[src/shared/art_defs.svh]
`ifndef ART_DEFS_SVH
`define ART_DEFS_SVH

// Register offsets on the special function register port
`define ART_OFS_TIMER_CONTROL 8'h88
`define ART_OFS_COUNT_LOW     8'h8a
`define ART_OFS_RELOAD_LOW    8'h8b
`define ART_OFS_COUNT_HIGH    8'h8c
`define ART_OFS_RELOAD_HIGH   8'h8d

// Reset values
`define ART_RST_BYTE          8'h00

// Timer control bit positions
`define ART_BIT_GATE          7
`define ART_BIT_CT            6
`define ART_BIT_OVF           5
`define ART_BIT_RUN           4
`define ART_BIT_IRQ_A_FLAG    3
`define ART_BIT_IRQ_A_TYPE    2
`define ART_BIT_IRQ_B_FLAG    1
`define ART_BIT_IRQ_B_TYPE    0

// Vector acknowledge lanes
`define ART_ACK_IRQ_A         0
`define ART_ACK_TIMER         1
`define ART_ACK_IRQ_B         2

// Machine cycle is twelve oscillator periods
`define ART_MC_DIV            12
`define ART_MC_LAST           4'hb
`define ART_MC_ZERO           4'h0

// Fixed-rate timer
`define ART_FT_ZERO           10'h000
`define ART_FT_LAST           10'h3ff
`define ART_FT_SCL_PRELOAD    10'h003
`define ART_CNT_LAST          16'hffff

`endif

[src/shared/art_pkg.sv]
package art_pkg;

   typedef struct packed {
      logic [7:0] addr;
      logic       wr;
      logic       rd;
      logic [7:0] wdata;
   } art_sfr_req_s;

   typedef struct packed {
      logic gate;
      logic ct;
      logic ovf;
      logic run;
      logic irq_a_flag;
      logic irq_a_type;
      logic irq_b_flag;
      logic irq_b_type;
   } art_timer_control_s;

   typedef enum logic [2:0] {
      FT_OFF   = 3'b001,
      FT_FREE  = 3'b010,
      FT_WATCH = 3'b100
   } art_ft_mode_e;

endpackage

[src/logic/art_timer.sv]
`timescale 1ns/1ns
`include "art_defs.svh"

// Notes on behaviour
// - Count source is clock/12 or pin edges
// - Counting only while run bit set
// - 16-bit pair increments per source event
// - Overflow reloads pair from reload registers
// - Reload registers stay unchanged on reload
// - Overflow sets flag; enabled flag requests interrupt
// - External irq a bits 3:2, b bits 1:0
// - External count input is port 1 bit 7
// - Separate 10-bit fixed-rate timer exists
// - Fixed-rate timer ticks once per machine cycle
// - General-purpose timeout every 1024 machine cycles
// - General-purpose use when serial bus unused
// - In frame, bus silence raises lock fault
// - Carry requests interrupt; in frame also resets serial interface
// - Serial clock edges clear; carry 1020-1023 cycles
module art_timer
   import art_pkg::*;
(
   input  wire logic         clock,
   input  wire logic         rst_n,
   input  wire art_sfr_req_s sfr_req,
   output logic [7:0]        sfr_rdata,
   input  wire logic         count_input_pin,
   input  wire logic         ext_irq_a_input,
   input  wire logic         ext_irq_b_input,
   input  wire logic [2:0]   vec_ack,
   input  wire logic         timer_irq_en,
   input  wire logic         serial_en,
   input  wire logic         frame_active,
   input  wire logic         scl_in,
   input  wire logic         ftimer_irq_en,
   input  wire logic         ftimer_ack,
   output logic              timer_irq,
   output logic              ext_irq_a_req,
   output logic              ext_irq_b_req,
   output logic              ftimer_irq,
   output logic              serial_hw_reset
);

   art_timer_control_s    timer_control_ff;
   art_ft_mode_e ft_mode_ff;
   logic [7:0]   count_low_ff;
   logic [7:0]   count_high_ff;
   logic [7:0]   reload_low_ff;
   logic [7:0]   reload_high_ff;
   logic [3:0]   mc_div_ff;
   logic         mc_en_ff;
   logic         pin_prev_ff;
   logic         irq_a_prev_ff;
   logic         irq_b_prev_ff;
   logic         scl_prev_ff;
   logic [9:0]   ft_cnt_ff;
   logic         ft_flag_ff;
   logic [7:0]   sfr_rdata_ff;
   logic         timer_irq_ff;
   logic         ext_irq_a_req_ff;
   logic         ext_irq_b_req_ff;
   logic         ftimer_irq_ff;
   logic         serial_hw_reset_ff;

   logic         wr_timer_control;
   logic         wr_cl;
   logic         wr_ch;
   logic         run_ok;
   logic         src_evt;
   logic         cnt_evt;
   logic         ovf_evt;
   logic [15:0]  count;
   logic [15:0]  nxt_count;
   logic         a_set;
   logic         b_set;
   logic         scl_chg;
   logic         ft_carry;
   art_ft_mode_e nxt_ft_mode;

   assign wr_timer_control = sfr_req.wr && (sfr_req.addr == `ART_OFS_TIMER_CONTROL);
   assign wr_cl   = sfr_req.wr && (sfr_req.addr == `ART_OFS_COUNT_LOW);
   assign wr_ch   = sfr_req.wr && (sfr_req.addr == `ART_OFS_COUNT_HIGH);
   assign count   = {count_high_ff, count_low_ff};

   // Machine cycle enable, one clock in twelve
   always_ff @(posedge clock) begin
      if (!rst_n) begin
         mc_div_ff <= `ART_MC_ZERO;
         mc_en_ff  <= 1'b0;
      end else begin
         mc_div_ff <= (mc_div_ff == `ART_MC_LAST) ? `ART_MC_ZERO : mc_div_ff + 4'h1;
         mc_en_ff  <= (mc_div_ff == `ART_MC_LAST);
      end
   end

   // Previous pin levels for edge detection; pins are already synchronous
   always_ff @(posedge clock) begin
      if (!rst_n) begin
         pin_prev_ff   <= 1'b1;
         irq_a_prev_ff <= 1'b1;
         irq_b_prev_ff <= 1'b1;
         scl_prev_ff   <= 1'b1;
      end else begin
         pin_prev_ff   <= count_input_pin;
         irq_a_prev_ff <= ext_irq_a_input;
         irq_b_prev_ff <= ext_irq_b_input;
         scl_prev_ff   <= scl_in;
      end
   end

   // Counter mode counts falling edges of the pin
   assign src_evt = timer_control_ff.ct ? (pin_prev_ff && !count_input_pin) : mc_en_ff;
   assign run_ok  = timer_control_ff.run && (!timer_control_ff.gate || ext_irq_a_input);
   assign cnt_evt = run_ok && src_evt;
   assign ovf_evt = cnt_evt && (count == `ART_CNT_LAST);

   always_comb begin
      nxt_count = count;
      if (ovf_evt) begin
         nxt_count = {reload_high_ff, reload_low_ff};
      end else if (cnt_evt) begin
         nxt_count = count + 16'h0001;
      end
   end

   // Software writes to the count pair win over the increment
   always_ff @(posedge clock) begin
      if (!rst_n) begin
         count_low_ff  <= `ART_RST_BYTE;
         count_high_ff <= `ART_RST_BYTE;
      end else begin
         count_low_ff  <= wr_cl ? sfr_req.wdata : nxt_count[7:0];
         count_high_ff <= wr_ch ? sfr_req.wdata : nxt_count[15:8];
      end
   end

   // Reload registers change only by software
   always_ff @(posedge clock) begin
      if (!rst_n) begin
         reload_low_ff  <= `ART_RST_BYTE;
         reload_high_ff <= `ART_RST_BYTE;
      end else if (sfr_req.wr) begin
         if (sfr_req.addr == `ART_OFS_RELOAD_LOW) begin
            reload_low_ff <= sfr_req.wdata;
         end
         if (sfr_req.addr == `ART_OFS_RELOAD_HIGH) begin
            reload_high_ff <= sfr_req.wdata;
         end
      end
   end

   // External request flags: falling edge when type set, low level otherwise
   assign a_set = timer_control_ff.irq_a_type ? (irq_a_prev_ff && !ext_irq_a_input) : !ext_irq_a_input;
   assign b_set = timer_control_ff.irq_b_type ? (irq_b_prev_ff && !ext_irq_b_input) : !ext_irq_b_input;

   // Hardware set beats any clear in the same cycle
   always_ff @(posedge clock) begin
      if (!rst_n) begin
         timer_control_ff <= art_timer_control_s'(`ART_RST_BYTE);
      end else begin
         if (wr_timer_control) begin
            timer_control_ff.gate       <= sfr_req.wdata[`ART_BIT_GATE];
            timer_control_ff.ct         <= sfr_req.wdata[`ART_BIT_CT];
            timer_control_ff.run        <= sfr_req.wdata[`ART_BIT_RUN];
            timer_control_ff.irq_a_type <= sfr_req.wdata[`ART_BIT_IRQ_A_TYPE];
            timer_control_ff.irq_b_type <= sfr_req.wdata[`ART_BIT_IRQ_B_TYPE];
         end
         if (ovf_evt) begin
            timer_control_ff.ovf <= 1'b1;
         end else if (vec_ack[`ART_ACK_TIMER]) begin
            timer_control_ff.ovf <= 1'b0;
         end else if (wr_timer_control) begin
            timer_control_ff.ovf <= sfr_req.wdata[`ART_BIT_OVF];
         end
         if (a_set) begin
            timer_control_ff.irq_a_flag <= 1'b1;
         end else if (vec_ack[`ART_ACK_IRQ_A]) begin
            timer_control_ff.irq_a_flag <= 1'b0;
         end else if (wr_timer_control) begin
            timer_control_ff.irq_a_flag <= sfr_req.wdata[`ART_BIT_IRQ_A_FLAG];
         end
         if (b_set) begin
            timer_control_ff.irq_b_flag <= 1'b1;
         end else if (vec_ack[`ART_ACK_IRQ_B]) begin
            timer_control_ff.irq_b_flag <= 1'b0;
         end else if (wr_timer_control) begin
            timer_control_ff.irq_b_flag <= sfr_req.wdata[`ART_BIT_IRQ_B_FLAG];
         end
      end
   end

   // Fixed-rate timer mode follows the serial enable and frame state
   always_comb begin
      if (!serial_en) begin
         nxt_ft_mode = FT_FREE;
      end else if (frame_active) begin
         nxt_ft_mode = FT_WATCH;
      end else begin
         nxt_ft_mode = FT_OFF;
      end
   end

   always_ff @(posedge clock) begin
      if (!rst_n) begin
         ft_mode_ff <= FT_FREE;
      end else begin
         ft_mode_ff <= nxt_ft_mode;
      end
   end

   assign scl_chg  = (scl_prev_ff != scl_in);
   assign ft_carry = mc_en_ff && (ft_cnt_ff == `ART_FT_LAST) && (ft_mode_ff != FT_OFF)
                     && !(ft_mode_ff == FT_WATCH && scl_chg);

   // Preload keeps the watch carry inside the 1020 to 1023 cycle span
   always_ff @(posedge clock) begin
      if (!rst_n) begin
         ft_cnt_ff <= `ART_FT_ZERO;
      end else begin
         case (ft_mode_ff)
            FT_OFF: begin
               ft_cnt_ff <= `ART_FT_ZERO;
            end
            FT_WATCH: begin
               if (scl_chg) begin
                  ft_cnt_ff <= `ART_FT_SCL_PRELOAD;
               end else if (mc_en_ff) begin
                  ft_cnt_ff <= ft_cnt_ff + 10'h001;
               end
            end
            FT_FREE: begin
               if (mc_en_ff) begin
                  ft_cnt_ff <= ft_cnt_ff + 10'h001;
               end
            end
            default: begin
               ft_cnt_ff <= `ART_FT_ZERO;
            end
         endcase
      end
   end

   always_ff @(posedge clock) begin
      if (!rst_n) begin
         ft_flag_ff         <= 1'b0;
         serial_hw_reset_ff <= 1'b0;
      end else begin
         serial_hw_reset_ff <= ft_carry && (ft_mode_ff == FT_WATCH);
         if (ft_carry) begin
            ft_flag_ff <= 1'b1;
         end else if (ftimer_ack) begin
            ft_flag_ff <= 1'b0;
         end
      end
   end

   // Registered requests; timer and fixed-rate requests gated by timer_irq_en and ftimer_irq_en, external requests ungated
   always_ff @(posedge clock) begin
      if (!rst_n) begin
         timer_irq_ff     <= 1'b0;
         ext_irq_a_req_ff <= 1'b0;
         ext_irq_b_req_ff <= 1'b0;
         ftimer_irq_ff    <= 1'b0;
      end else begin
         timer_irq_ff     <= timer_control_ff.ovf && timer_irq_en;
         ext_irq_a_req_ff <= timer_control_ff.irq_a_flag;
         ext_irq_b_req_ff <= timer_control_ff.irq_b_flag;
         ftimer_irq_ff    <= ft_flag_ff && ftimer_irq_en;
      end
   end

   // Read data appears one clock after the read strobe; unmapped reads zero
   always_ff @(posedge clock) begin
      if (!rst_n) begin
         sfr_rdata_ff <= `ART_RST_BYTE;
      end else if (sfr_req.rd) begin
         case (sfr_req.addr)
            `ART_OFS_TIMER_CONTROL: sfr_rdata_ff <= timer_control_ff;
            `ART_OFS_COUNT_LOW:     sfr_rdata_ff <= count_low_ff;
            `ART_OFS_RELOAD_LOW:    sfr_rdata_ff <= reload_low_ff;
            `ART_OFS_COUNT_HIGH:    sfr_rdata_ff <= count_high_ff;
            `ART_OFS_RELOAD_HIGH:   sfr_rdata_ff <= reload_high_ff;
            default:                sfr_rdata_ff <= `ART_RST_BYTE;
         endcase
      end
   end

   assign sfr_rdata       = sfr_rdata_ff;
   assign timer_irq       = timer_irq_ff;
   assign ext_irq_a_req   = ext_irq_a_req_ff;
   assign ext_irq_b_req   = ext_irq_b_req_ff;
   assign ftimer_irq      = ftimer_irq_ff;
   assign serial_hw_reset = serial_hw_reset_ff;
endmodule

[config.mk]
export PLATFORM = sky130hd
export DESIGN_NAME = art_timer
export DESIGN_NICKNAME = d
export VERILOG_FILES = /design/src/shared/art_pkg.sv /design/src/logic/art_timer.sv
export VERILOG_INCLUDE_DIRS = /design/src /design/src/shared
export SDC_FILE = /design/constraint.sdc
export NUM_CORES = 1
export LEC_CHECK = 0
export CELL_PAD_IN_SITES_DETAIL_PLACEMENT = 1
export CELL_PAD_IN_SITES_GLOBAL_PLACEMENT = 2
export CORE_MARGIN = 2
export CORE_UTILIZATION = 30
export CTS_CLUSTER_DIAMETER = 120
export DETAILED_ROUTE_END_ITERATION = 6
export DONT_BUFFER_PORTS = 1
export PLACE_DENSITY_LB_ADDON = 0.08
export SYNTH_ARGS = -nofsm -noshare
export SYNTH_HDL_FRONTEND = slang
export SYNTH_SLANG_ARGS = --single-unit
[constraint.sdc]
create_clock -name clock -period 2.6 [get_ports clock]
set_clock_uncertainty 0.1 [all_clocks]
set_input_delay 0.78 -clock clock [delete_from_list [all_inputs] [get_ports clock]]
set_output_delay 0.78 -clock clock [all_outputs]
set_load 0.05 [all_outputs]
==> impl_metrics.py, run 1 <==
metrics = {
    "run_status": {
        "status": "complete, no violations",
    },
    "worst_setup_path": {
        "reg2reg_from": "count_high_ff[2]",
        "worstPathRequired_ps": 2730,
        "arrival_ps": 2400,
        "worstPathMaxFanout": 7,
        "timing_worst_setup_path_type": "flop to flop",
        "rrSetupSlack_ps": 330,
        "end_kind": "flop",
        "r2r_end": "count_high_ff[1]",
        "critPathSlowestCell": "or4_1",
        "cpPeakStageDelay_ps": 660,
        "cpLargestDelayFamily": "simple AND/OR/NAND/NOR gates",
        "start_kind": "flop",
        "worstPathCellList": "nand4_1 -> or4_1 -> or4_4 -> o21ai_2 -> nor3_1",
        "cp_num_buf_inv": 0,
        "reg2regPathDepth": 5,
    },
    "clock_network": {
        "insertion_delay_ps": 340,
        "cts_resized": 0,
        "cts_made_buffers": 9,
        "post_cts_buffers": 0,
        "cts_tree": "yes",
        "clock_path_buffers": 2,
        "cts.reportedPaths.clkPinSlew_ps": 60,
        "clock_sinks": 76,
        "cts_root_buf": "clkbuf_16",
        "htree_levels": 3,
        "holdBufCountCts": 0,
    },
    "sta": {
        "finalSetupViolCount": 0,
        "min_period_ps": 2270,
        "rsz0062_at_grt": "no",
        "tns_ps": 0,
        "max_freq_ghz": 0.441,
        "worst_pin_slew_ps": 529,
        "slew_headroom_pct": 64.7,
        "hold_slack_ps": 342,
        "finalHoldViolations": 0,
        "fin_crit_sh_pct": 87.3,
        "drv_slew": 0,
    },
    "floorplan": {
        "design.core.area_mm2": 0.0121,
        "start_util_pct": 31.0,
        "fp.dieH_um": 116,
        "rows": 40,
        "dieWidth_um": 116,
        "io_pins": 45,
        "dieArea_mm2": 0.0134,
    },
    "routing": {
        "via_count": 3300,
        "viasPerCell": 5.38,
        "ant_nets": 0,
        "dr.pass1.iters": 4,
        "initialDrtViolationCount": 163,
        "wl_um": 13000,
        "wire_per_inst_um": 21.2,
        "drc_errors": 0,
    },
    "global_routing": {
        "antenna_found_initial": 0,
        "gr-total-overflow": 0,
        "grt_pass1_vias": 3380,
        "grtUsageTotal_pct": 20.3,
        "grt_pass1_wl_um": 19900,
        "grt_max_degree": 35,
    },
    "final_layout": {
        "syn2layout_area_growth_pct": 15.6,
        "nNetsFinal": 477,
        "diodes": 0,
        "layout-drive-gt1-share_pct": 11.0,
        "fillers": 1439,
    },
    "synth": {
        "synth.avg_cell_area_um2": 8.66,
        "ys_seq_area_share_pct": 40.5,
        "synth_common_cells": "76 x dfxtp_1, 48 x nor2_1, 35 x mux2i_1, 34 x nand2_1, 26 x o21ai_0",
        "synth.distinct_cells": 57,
        "synthArstFlopShare_pct": 0,
        "synthTopCellsByArea": "dfxtp_1 40%, mux2i_1 9.3%, nor2_1 4.8%",
        "synth_top_area_share_pct": 40.5,
        "synth.most_common_cell": "dfxtp_1",
        "synthCells": 434,
        "synth_edf_count": 0,
        "ys_ff_latch": 76,
        "yosysTopAreaCell": "dfxtp_1",
        "syn_area_mm2": 0.00376,
        "synthesis.nets": 469,
        "ys.flop_type": "dfxtp_1",
        "yosys_warnings": 0,
    },
    "power": {
        "pwr_density_cell_mw_per_mm2": 583,
        "p_leak_nw": 1.69,
        "p_total_mw": 2.53,
        "ir_drop_mv": 0.295,
    },
    "min_path": {
        "hp-class": "flop to flop",
        "worstHoldEndpoint": "mc_div_ff[0]",
        "hp-start": "mc_div_ff[0]",
        "holdPathStages": 1,
    },
    "placement": {
        "portBuffers": 0,
        "gp_congestion": 0.827,
        "dpl.hpwl_um": 9530,
    },
    "run": {
        "max-cap-violations": 0,
    },
}
per-layer routing:
layer | global-route usage, % | up-vias | wire length (um)
met5 | 0 | - | 0
met1 | 25.8 | 1609 | 6060
met3 | 5.60 | 19 | 580
met2 | 33.5 | 68 | 6090
met4 | 6.67 | 0 | 257
li1 | - | 1604 | -
worst register-to-register path, stage by stage, from the launching register on:
cell and delay, ps:
dfxtp_1 480, nand4_1 260, or4_1 670, or4_4 530, o21ai_2 70, nor3_1 50
kinds of logic after synthesis:
family,synth area share [%]
multiplexers,9.32
AND/OR/NAND/NOR,23.8
adder cells (fa/ha/maj),0.999
AO/OA/AOI/OAI,17.8
XOR/XNOR,3.96
buffers and inverters,3.53
flip-flops,40.5
per-stage QoR:
step	std cells	setup slack [ps]	instance area, um2	util [%]
after detailed placement	599	235	4060	33.5
after CTS	613	338	4340	35.8
after global routing	613	249	4340	35.8
after floorplan	434	244	3760	-
after global placement	599	262	4060	33.5
final	613	330	4340	35.8
registers in the layout, summed over array words and instances, names as in the netlist, 3 cells and up:
| signal | count |
|---|---|
| timer_control_ff | 8 |
| mc_div_ff | 4 |
| sfr_rdata | 8 |
| count_low_ff | 8 |
| count_high_ff | 8 |
| reload_low_ff | 8 |
| ft_cnt_ff | 10 |
| reload_high_ff | 8 |
| ft_mode_ff | 3 |
cell type report:
cell class | instances | area (um2) | area share, %
inverters | 3 | 11.3 | 0.259
repair buffers | 26 | 208 | 4.78
clock inverters | 4 | 52.6 | 1.21
well taps | 168 | 210 | 4.84
flip-flops and latches | 76 | 1520 | 35.0
multi-input cells | 326 | 2110 | 48.6
clock buffers | 10 | 229 | 5.27
where the power goes:
group	switching, mW	leakage, nW	internal (mW)
clock network	0.506	0.138	0.735
logic	0.0371	0.932	0.0308
registers	0.0385	0.617	1.18
total	0.582	1.69	1.95
worst max-delay path by stage:
stage / start / endpoint / cells after the start
2_1_floorplan: sfr_req[10] / timer_control_ff[5] / 6
3_3_place_gp: sfr_req[10] / count_high_ff[1] / 6
3_5_place_dp: sfr_req[10] / count_high_ff[1] / 6
4_1_cts: count_high_ff[2] / count_high_ff[1] / 5
5_1_grt: count_high_ff[2] / count_low_ff[5] / 6
6_report: count_high_ff[2] / count_high_ff[1] / 5
cells in the final DEF (no fill, tap or decap), drive strengths merged, types with 9 or more instances in the layout:
cell type  count
o21ai         27
clkbuf        10
a21oi         25
nor2          48
mux2i         35
nand2         34
xor2           9
buf           26
and3          11
dfxtp         76
nand3         16
a22o          10
nand4         12
Note: power is estimated with default switching activity, not from simulation.
==> run 2: changes to the inputs <==
CORE_UTILIZATION = 38   (was 30)
RECOVER_POWER = 100   (was default)
==> run 2 against run 1 <==
Compared with the run above: sequential power about the same; combinational power decreased by 5.2%; final area shrank 5.6%; global-route usage is 4.1 points higher; critical endpoint unchanged; highest routed layer unchanged.
==> impl_metrics.py, run 2 (synthesis gave the netlist of run 1 again) <==
metrics = {
    "worst_setup_path": {
        "arrival_ps": 2460,
        "cpLargestDelayFamily": "simple AND/OR/NAND/NOR gates",
        "r2r_end": "count_high_ff[1]",
        "cp_num_buf_inv": 0,
        "reg2reg_from": "count_high_ff[2]",
        "worstPathCellList": "nand4_1 -> or4_1 -> or4_1 -> o21ai_2 -> nor3_1",
        "rrSetupSlack_ps": 300,
        "critPathSlowestCell": "or4_1",
        "reg2regPathDepth": 5,
        "cpPeakStageDelay_ps": 670,
        "end_kind": "flop",
        "timing_worst_setup_path_type": "flop to flop",
        "path_common_cell": "or4_1",
        "worstPathMaxFanout": 7,
        "start_kind": "flop",
        "worstPathRequired_ps": 2750,
    },
    "floorplan": {
        "dieArea_mm2": 0.0107,
        "rows": 36,
        "start_util_pct": 38.8,
        "design.core.area_mm2": 0.00968,
        "dieWidth_um": 103,
        "fp.dieH_um": 103,
        "io_pins": 45,
    },
    "clock_network": {
        "holdBufCountCts": 0,
        "post_cts_buffers": 0,
        "htree_levels": 3,
        "clock_path_buffers": 2,
        "cts_tree": "yes",
        "insertion_delay_ps": 360,
        "cts_made_buffers": 9,
        "cts_resized": 0,
        "cts_root_buf": "clkbuf_8",
        "clock_sinks": 76,
        "cts.reportedPaths.clkPinSlew_ps": 80,
    },
    "power": {
        "pwr_density_cell_mw_per_mm2": 513,
        "ir_drop_mv": 0.225,
        "p_total_mw": 2.10,
        "p_leak_nw": 1.58,
    },
    "global_routing": {
        "gr-total-overflow": 0,
        "grt_pass1_wl_um": 19000,
        "grtUsageTotal_pct": 24.4,
        "grt_pass1_vias": 3333,
        "grt_max_degree": 38,
        "antenna_found_initial": 0,
    },
    "min_path": {
        "hp-start": "mc_div_ff[0]",
        "worstHoldEndpoint": "mc_div_ff[0]",
        "holdPathStages": 1,
        "hp-class": "flop to flop",
    },
    "sta": {
        "tns_ps": 0,
        "min_period_ps": 2300,
        "worst_pin_slew_ps": 1290,
        "finalSetupViolCount": 0,
        "drv_slew": 0,
        "slew_headroom_pct": 13.7,
        "rsz0062_at_grt": "no",
        "fin_crit_sh_pct": 88.7,
        "max_freq_ghz": 0.434,
        "finalHoldViolations": 0,
    },
    "final_layout": {
        "regArea_mm2": 0.00152,
        "final_common_cell": "dfxtp_1",
        "multi_input_area_mm2": 0.00209,
        "layout_common_cells": "76 x dfxtp_1, 48 x nor2_1, 35 x mux2i_1",
        "largest_reg_flops": 10,
        "nNetsFinal": 472,
        "diodes": 0,
        "syn2layout_area_growth_pct": 9.06,
        "regMostFlops": "ft_cnt_ff",
        "layout-drive-gt1-share_pct": 7.47,
        "fillers": 1165,
    },
    "placement": {
        "gp_congestion": 0.897,
        "portBuffers": 0,
        "dpl.hpwl_um": 8960,
    },
    "routing": {
        "viasPerCell": 5.82,
        "drc_errors": 0,
        "ant_nets": 0,
        "wl_um": 12400,
        "initialDrtViolationCount": 216,
        "dr.pass1.iters": 4,
        "wire_per_inst_um": 21.6,
        "via_count": 3349,
    },
    "run_status": {
        "status": "complete, no violations",
    },
    "run": {
        "max-cap-violations": 0,
    },
}
==> run 2: where the power goes <==
part / leakage [nW] / internal, mW / switching [mW]
clock: 0.0864 / 0.347 / 0.469
sequential: 0.617 / 1.18 / 0.0388
combinational: 0.880 / 0.0283 / 0.0361
total: 1.58 / 1.56 / 0.544
==> run 2: final cells by class <==
class                           count  share of cell area [%]
Timing Repair Buffer               21                    3.51
Inverter                            3                   0.275
Clock inverter                      6                   0.977
Multi-Input combinational cell    326                    50.9
Clock buffer                       10                    3.11
Sequential cell                    76                    37.1
Tap cell                          133                    4.06
==> run 2: metal layers <==
layer  global-route usage [%]  share of wire, %  up-vias
met5                        0                 0        -
met4                     7.89               2.4        0
met3                     7.46               5.8       24
met2                     37.4                46       96
met1                     32.7                46     1636
li1                         -                 -     1593
==> run 2: worst max path at each step <==
stage,from,endpoint,slack (ps),depth (start not counted)
2_1_floorplan,sfr_req[10],timer_control_ff[5],240,6
3_3_place_gp,sfr_req[14],count_high_ff[5],310,5
3_5_place_dp,sfr_req[10],count_high_ff[4],290,5
4_1_cts,count_low_ff[0],count_high_ff[1],310,6
5_1_grt,count_low_ff[0],count_high_ff[1],220,6
6_report,count_high_ff[2],count_high_ff[1],300,5
==> run 2: metrics by stage <==
step	utilization, %	hold WS, ps	instance area (um2)	setup slack, ps	cells
2_1_floorplan	-	317	3760	244	434
3_3_place_gp	41.0	329	3970	309	559
3_5_place_dp	41.0	367	3970	290	559
4_1_cts	42.8	361	4140	311	575
5_1_grt	42.3	356	4100	220	575
6_report	42.3	374	4100	295	575
==> run 3: changes to the inputs <==
CELL_PAD_IN_SITES_DETAIL_PLACEMENT = default   (was 1)
CELL_PAD_IN_SITES_GLOBAL_PLACEMENT = default   (was 2)
CORE_UTILIZATION = 45   (was 38)
==> run 3 against run 2 <==
Compared with the run above: the flow now finishes with violations (DRC); first-iteration DRC count up 58%; sequential share of layout area about the same; routed wire length down 13%; utilization up 8.0 points; non-clock buffer count unchanged; clock-buffer cell count unchanged; combinational power about the same; sequential power about the same; flip-flop and latch count unchanged; global-route usage up 0.58 points; largest cell class unchanged.
==> impl_metrics.py, run 3 (synthesis gave the netlist of run 1 again) <==
metrics = {
    "sta": {
        "min_period_ps": 2410,
        "drv_slew": 0,
        "finalSetupViolCount": 0,
        "fin_crit_sh_pct": 92.6,
        "slew_headroom_pct": 20.1,
        "worst_pin_slew_ps": 1200,
        "max_freq_ghz": 0.415,
        "rsz0062_at_grt": "no",
        "finalHoldViolations": 0,
        "tns_ps": 0,
    },
    "final_layout": {
        "finalCoreUtilization_pct": 50.3,
        "nNetsFinal": 472,
        "final_common_cell": "dfxtp_1",
        "fillers": 784,
        "layout-drive-gt1-share_pct": 8.39,
        "syn2layout_area_growth_pct": 8.99,
        "diodes": 0,
        "largest_reg_flops": 10,
        "regMostFlops": "ft_cnt_ff",
        "instances_no_fill": 546,
        "layout_common_cells": "76 x dfxtp_1, 48 x nor2_1, 35 x mux2i_1",
    },
    "global_routing": {
        "antenna_found_initial": 0,
        "grt_pass1_wl_um": 16900,
        "grt_pass1_vias": 3095,
        "grtUsageTotal_pct": 25.0,
        "grt_max_degree": 38,
        "gr-total-overflow": 0,
    },
    "worst_setup_path": {
        "arrival_ps": 2560,
        "rrSetupSlack_ps": 190,
        "worstPathRequired_ps": 2750,
        "r2r_end": "count_high_ff[1]",
        "start_kind": "flop",
        "worstPathMaxFanout": 9,
        "reg2reg_from": "count_low_ff[0]",
        "path_common_cell": "or4_1",
        "end_kind": "flop",
        "cpPeakStageDelay_ps": 720,
        "timing_worst_setup_path_type": "flop to flop",
        "worstPathCellList": "ha_1 -> nand4_4 -> or4_1 -> or4_1 -> o21ai_2 -> nor3_1",
        "critPathSlowestCell": "or4_1",
        "reg2regPathDepth": 6,
    },
    "floorplan": {
        "dieWidth_um": 95.4,
        "io_pins": 45,
        "dieArea_mm2": 0.00910,
        "fp.dieH_um": 95.4,
        "design.core.area_mm2": 0.00813,
        "start_util_pct": 46.2,
        "rows": 33,
    },
    "power": {
        "p_total_mw": 2.20,
        "ir_drop_mv": 0.319,
        "switching_share_pct": 24.5,
        "p_sw_mw": 0.539,
        "seq_power_share_pct": 55.6,
        "pwr_density_cell_mw_per_mm2": 536,
        "p_leak_nw": 1.60,
        "combPwrFrac_pct": 2.9,
        "pwr-share-clk_pct": 41.5,
        "power.internal_mw": 1.66,
    },
    "routing": {
        "viasPerCell": 6.05,
        "drc_errors": 9,
        "wl_um": 10800,
        "ant_nets": 0,
        "dr.pass1.iters": 7,
        "initialDrtViolationCount": 342,
        "via_count": 3301,
        "wire_per_inst_um": 19.8,
    },
    "run_status": {
        "status": "complete, but fails checks",
        "failed_checks": "DRC",
    },
    "clock_network": {
        "cts_resized": 0,
        "clock_path_buffers": 2,
        "holdBufCountCts": 0,
        "cts_made_buffers": 9,
        "cts_root_buf": "clkbuf_8",
        "cts_tree": "yes",
        "clock_sinks": 76,
        "cts.reportedPaths.clkPinSlew_ps": 80,
        "post_cts_buffers": 0,
        "htree_levels": 3,
        "insertion_delay_ps": 360,
    },
    "min_path": {
        "holdPathStages": 1,
        "hp-class": "flop to flop",
        "hp-start": "mc_div_ff[0]",
        "worstHoldEndpoint": "mc_div_ff[0]",
    },
    "placement": {
        "dp.cells": 531,
        "gp_congestion": 0.941,
        "portBuffers": 0,
        "dpl.hpwl_um": 7650,
    },
    "run": {
        "max-cap-violations": 0,
    },
}
## run 3: per-layer routing
layer  wire (um)  GRT usage, %  part of all wire [%]
met1        5010          34.5                    46
met2        4680          36.8                    43
met3         890          6.72                   8.2
met4         247          10.1                   2.3
met5           0             0                     0
## run 3: layout make-up
type,instances,area [um2],area share (%)
Clock buffer,10,128,3.12
Timing Repair Buffer,21,143,3.48
Clock inverter,5,61.3,1.50
Tap cell,105,131,3.21
Inverter,3,11.3,0.275
Sequential cell,76,1520,37.2
Multi-Input combinational cell,326,2100,51.3
## run 3: metrics by stage
step	setup WS [ps]	instance area, um2	hold slack, ps
5_1_grt	77.2	4100	362
2_1_floorplan	244	3760	317
4_1_cts	217	4120	357
3_3_place_gp	238	3930	329
6_report	192	4100	346
3_5_place_dp	222	3930	343
## run 3: how the worst max path moves through the flow
stage,cells past startpoint,from,to
global placement,5,sfr_req[14],count_low_ff[5]
finish,6,count_low_ff[0],count_high_ff[1]
floorplan,6,sfr_req[10],timer_control_ff[5]
detailed placement,6,count_low_ff[0],count_high_ff[1]
CTS,6,count_low_ff[0],count_high_ff[1]
global route,6,count_low_ff[0],count_high_ff[1]
## run 3: power groups by stage
stage               Clock (mW)  Sequential, mW  Combinational, mW
floorplan                    0            1.24             0.0644
global placement             0            1.25             0.0648
detailed placement           0            1.25             0.0659
CTS                      0.928            1.22             0.0663
global route             0.980            1.22             0.0730
finish                   0.911            1.22             0.0646
## run 3: critical path, delay by kind of cell, from the launching register on
kind                       cells  cell delay, ps
AOI/OAI and AO/OA              1              70
adders and majority gates      1             310
DFF                            1             340
and+or+nand+nor                4            1480
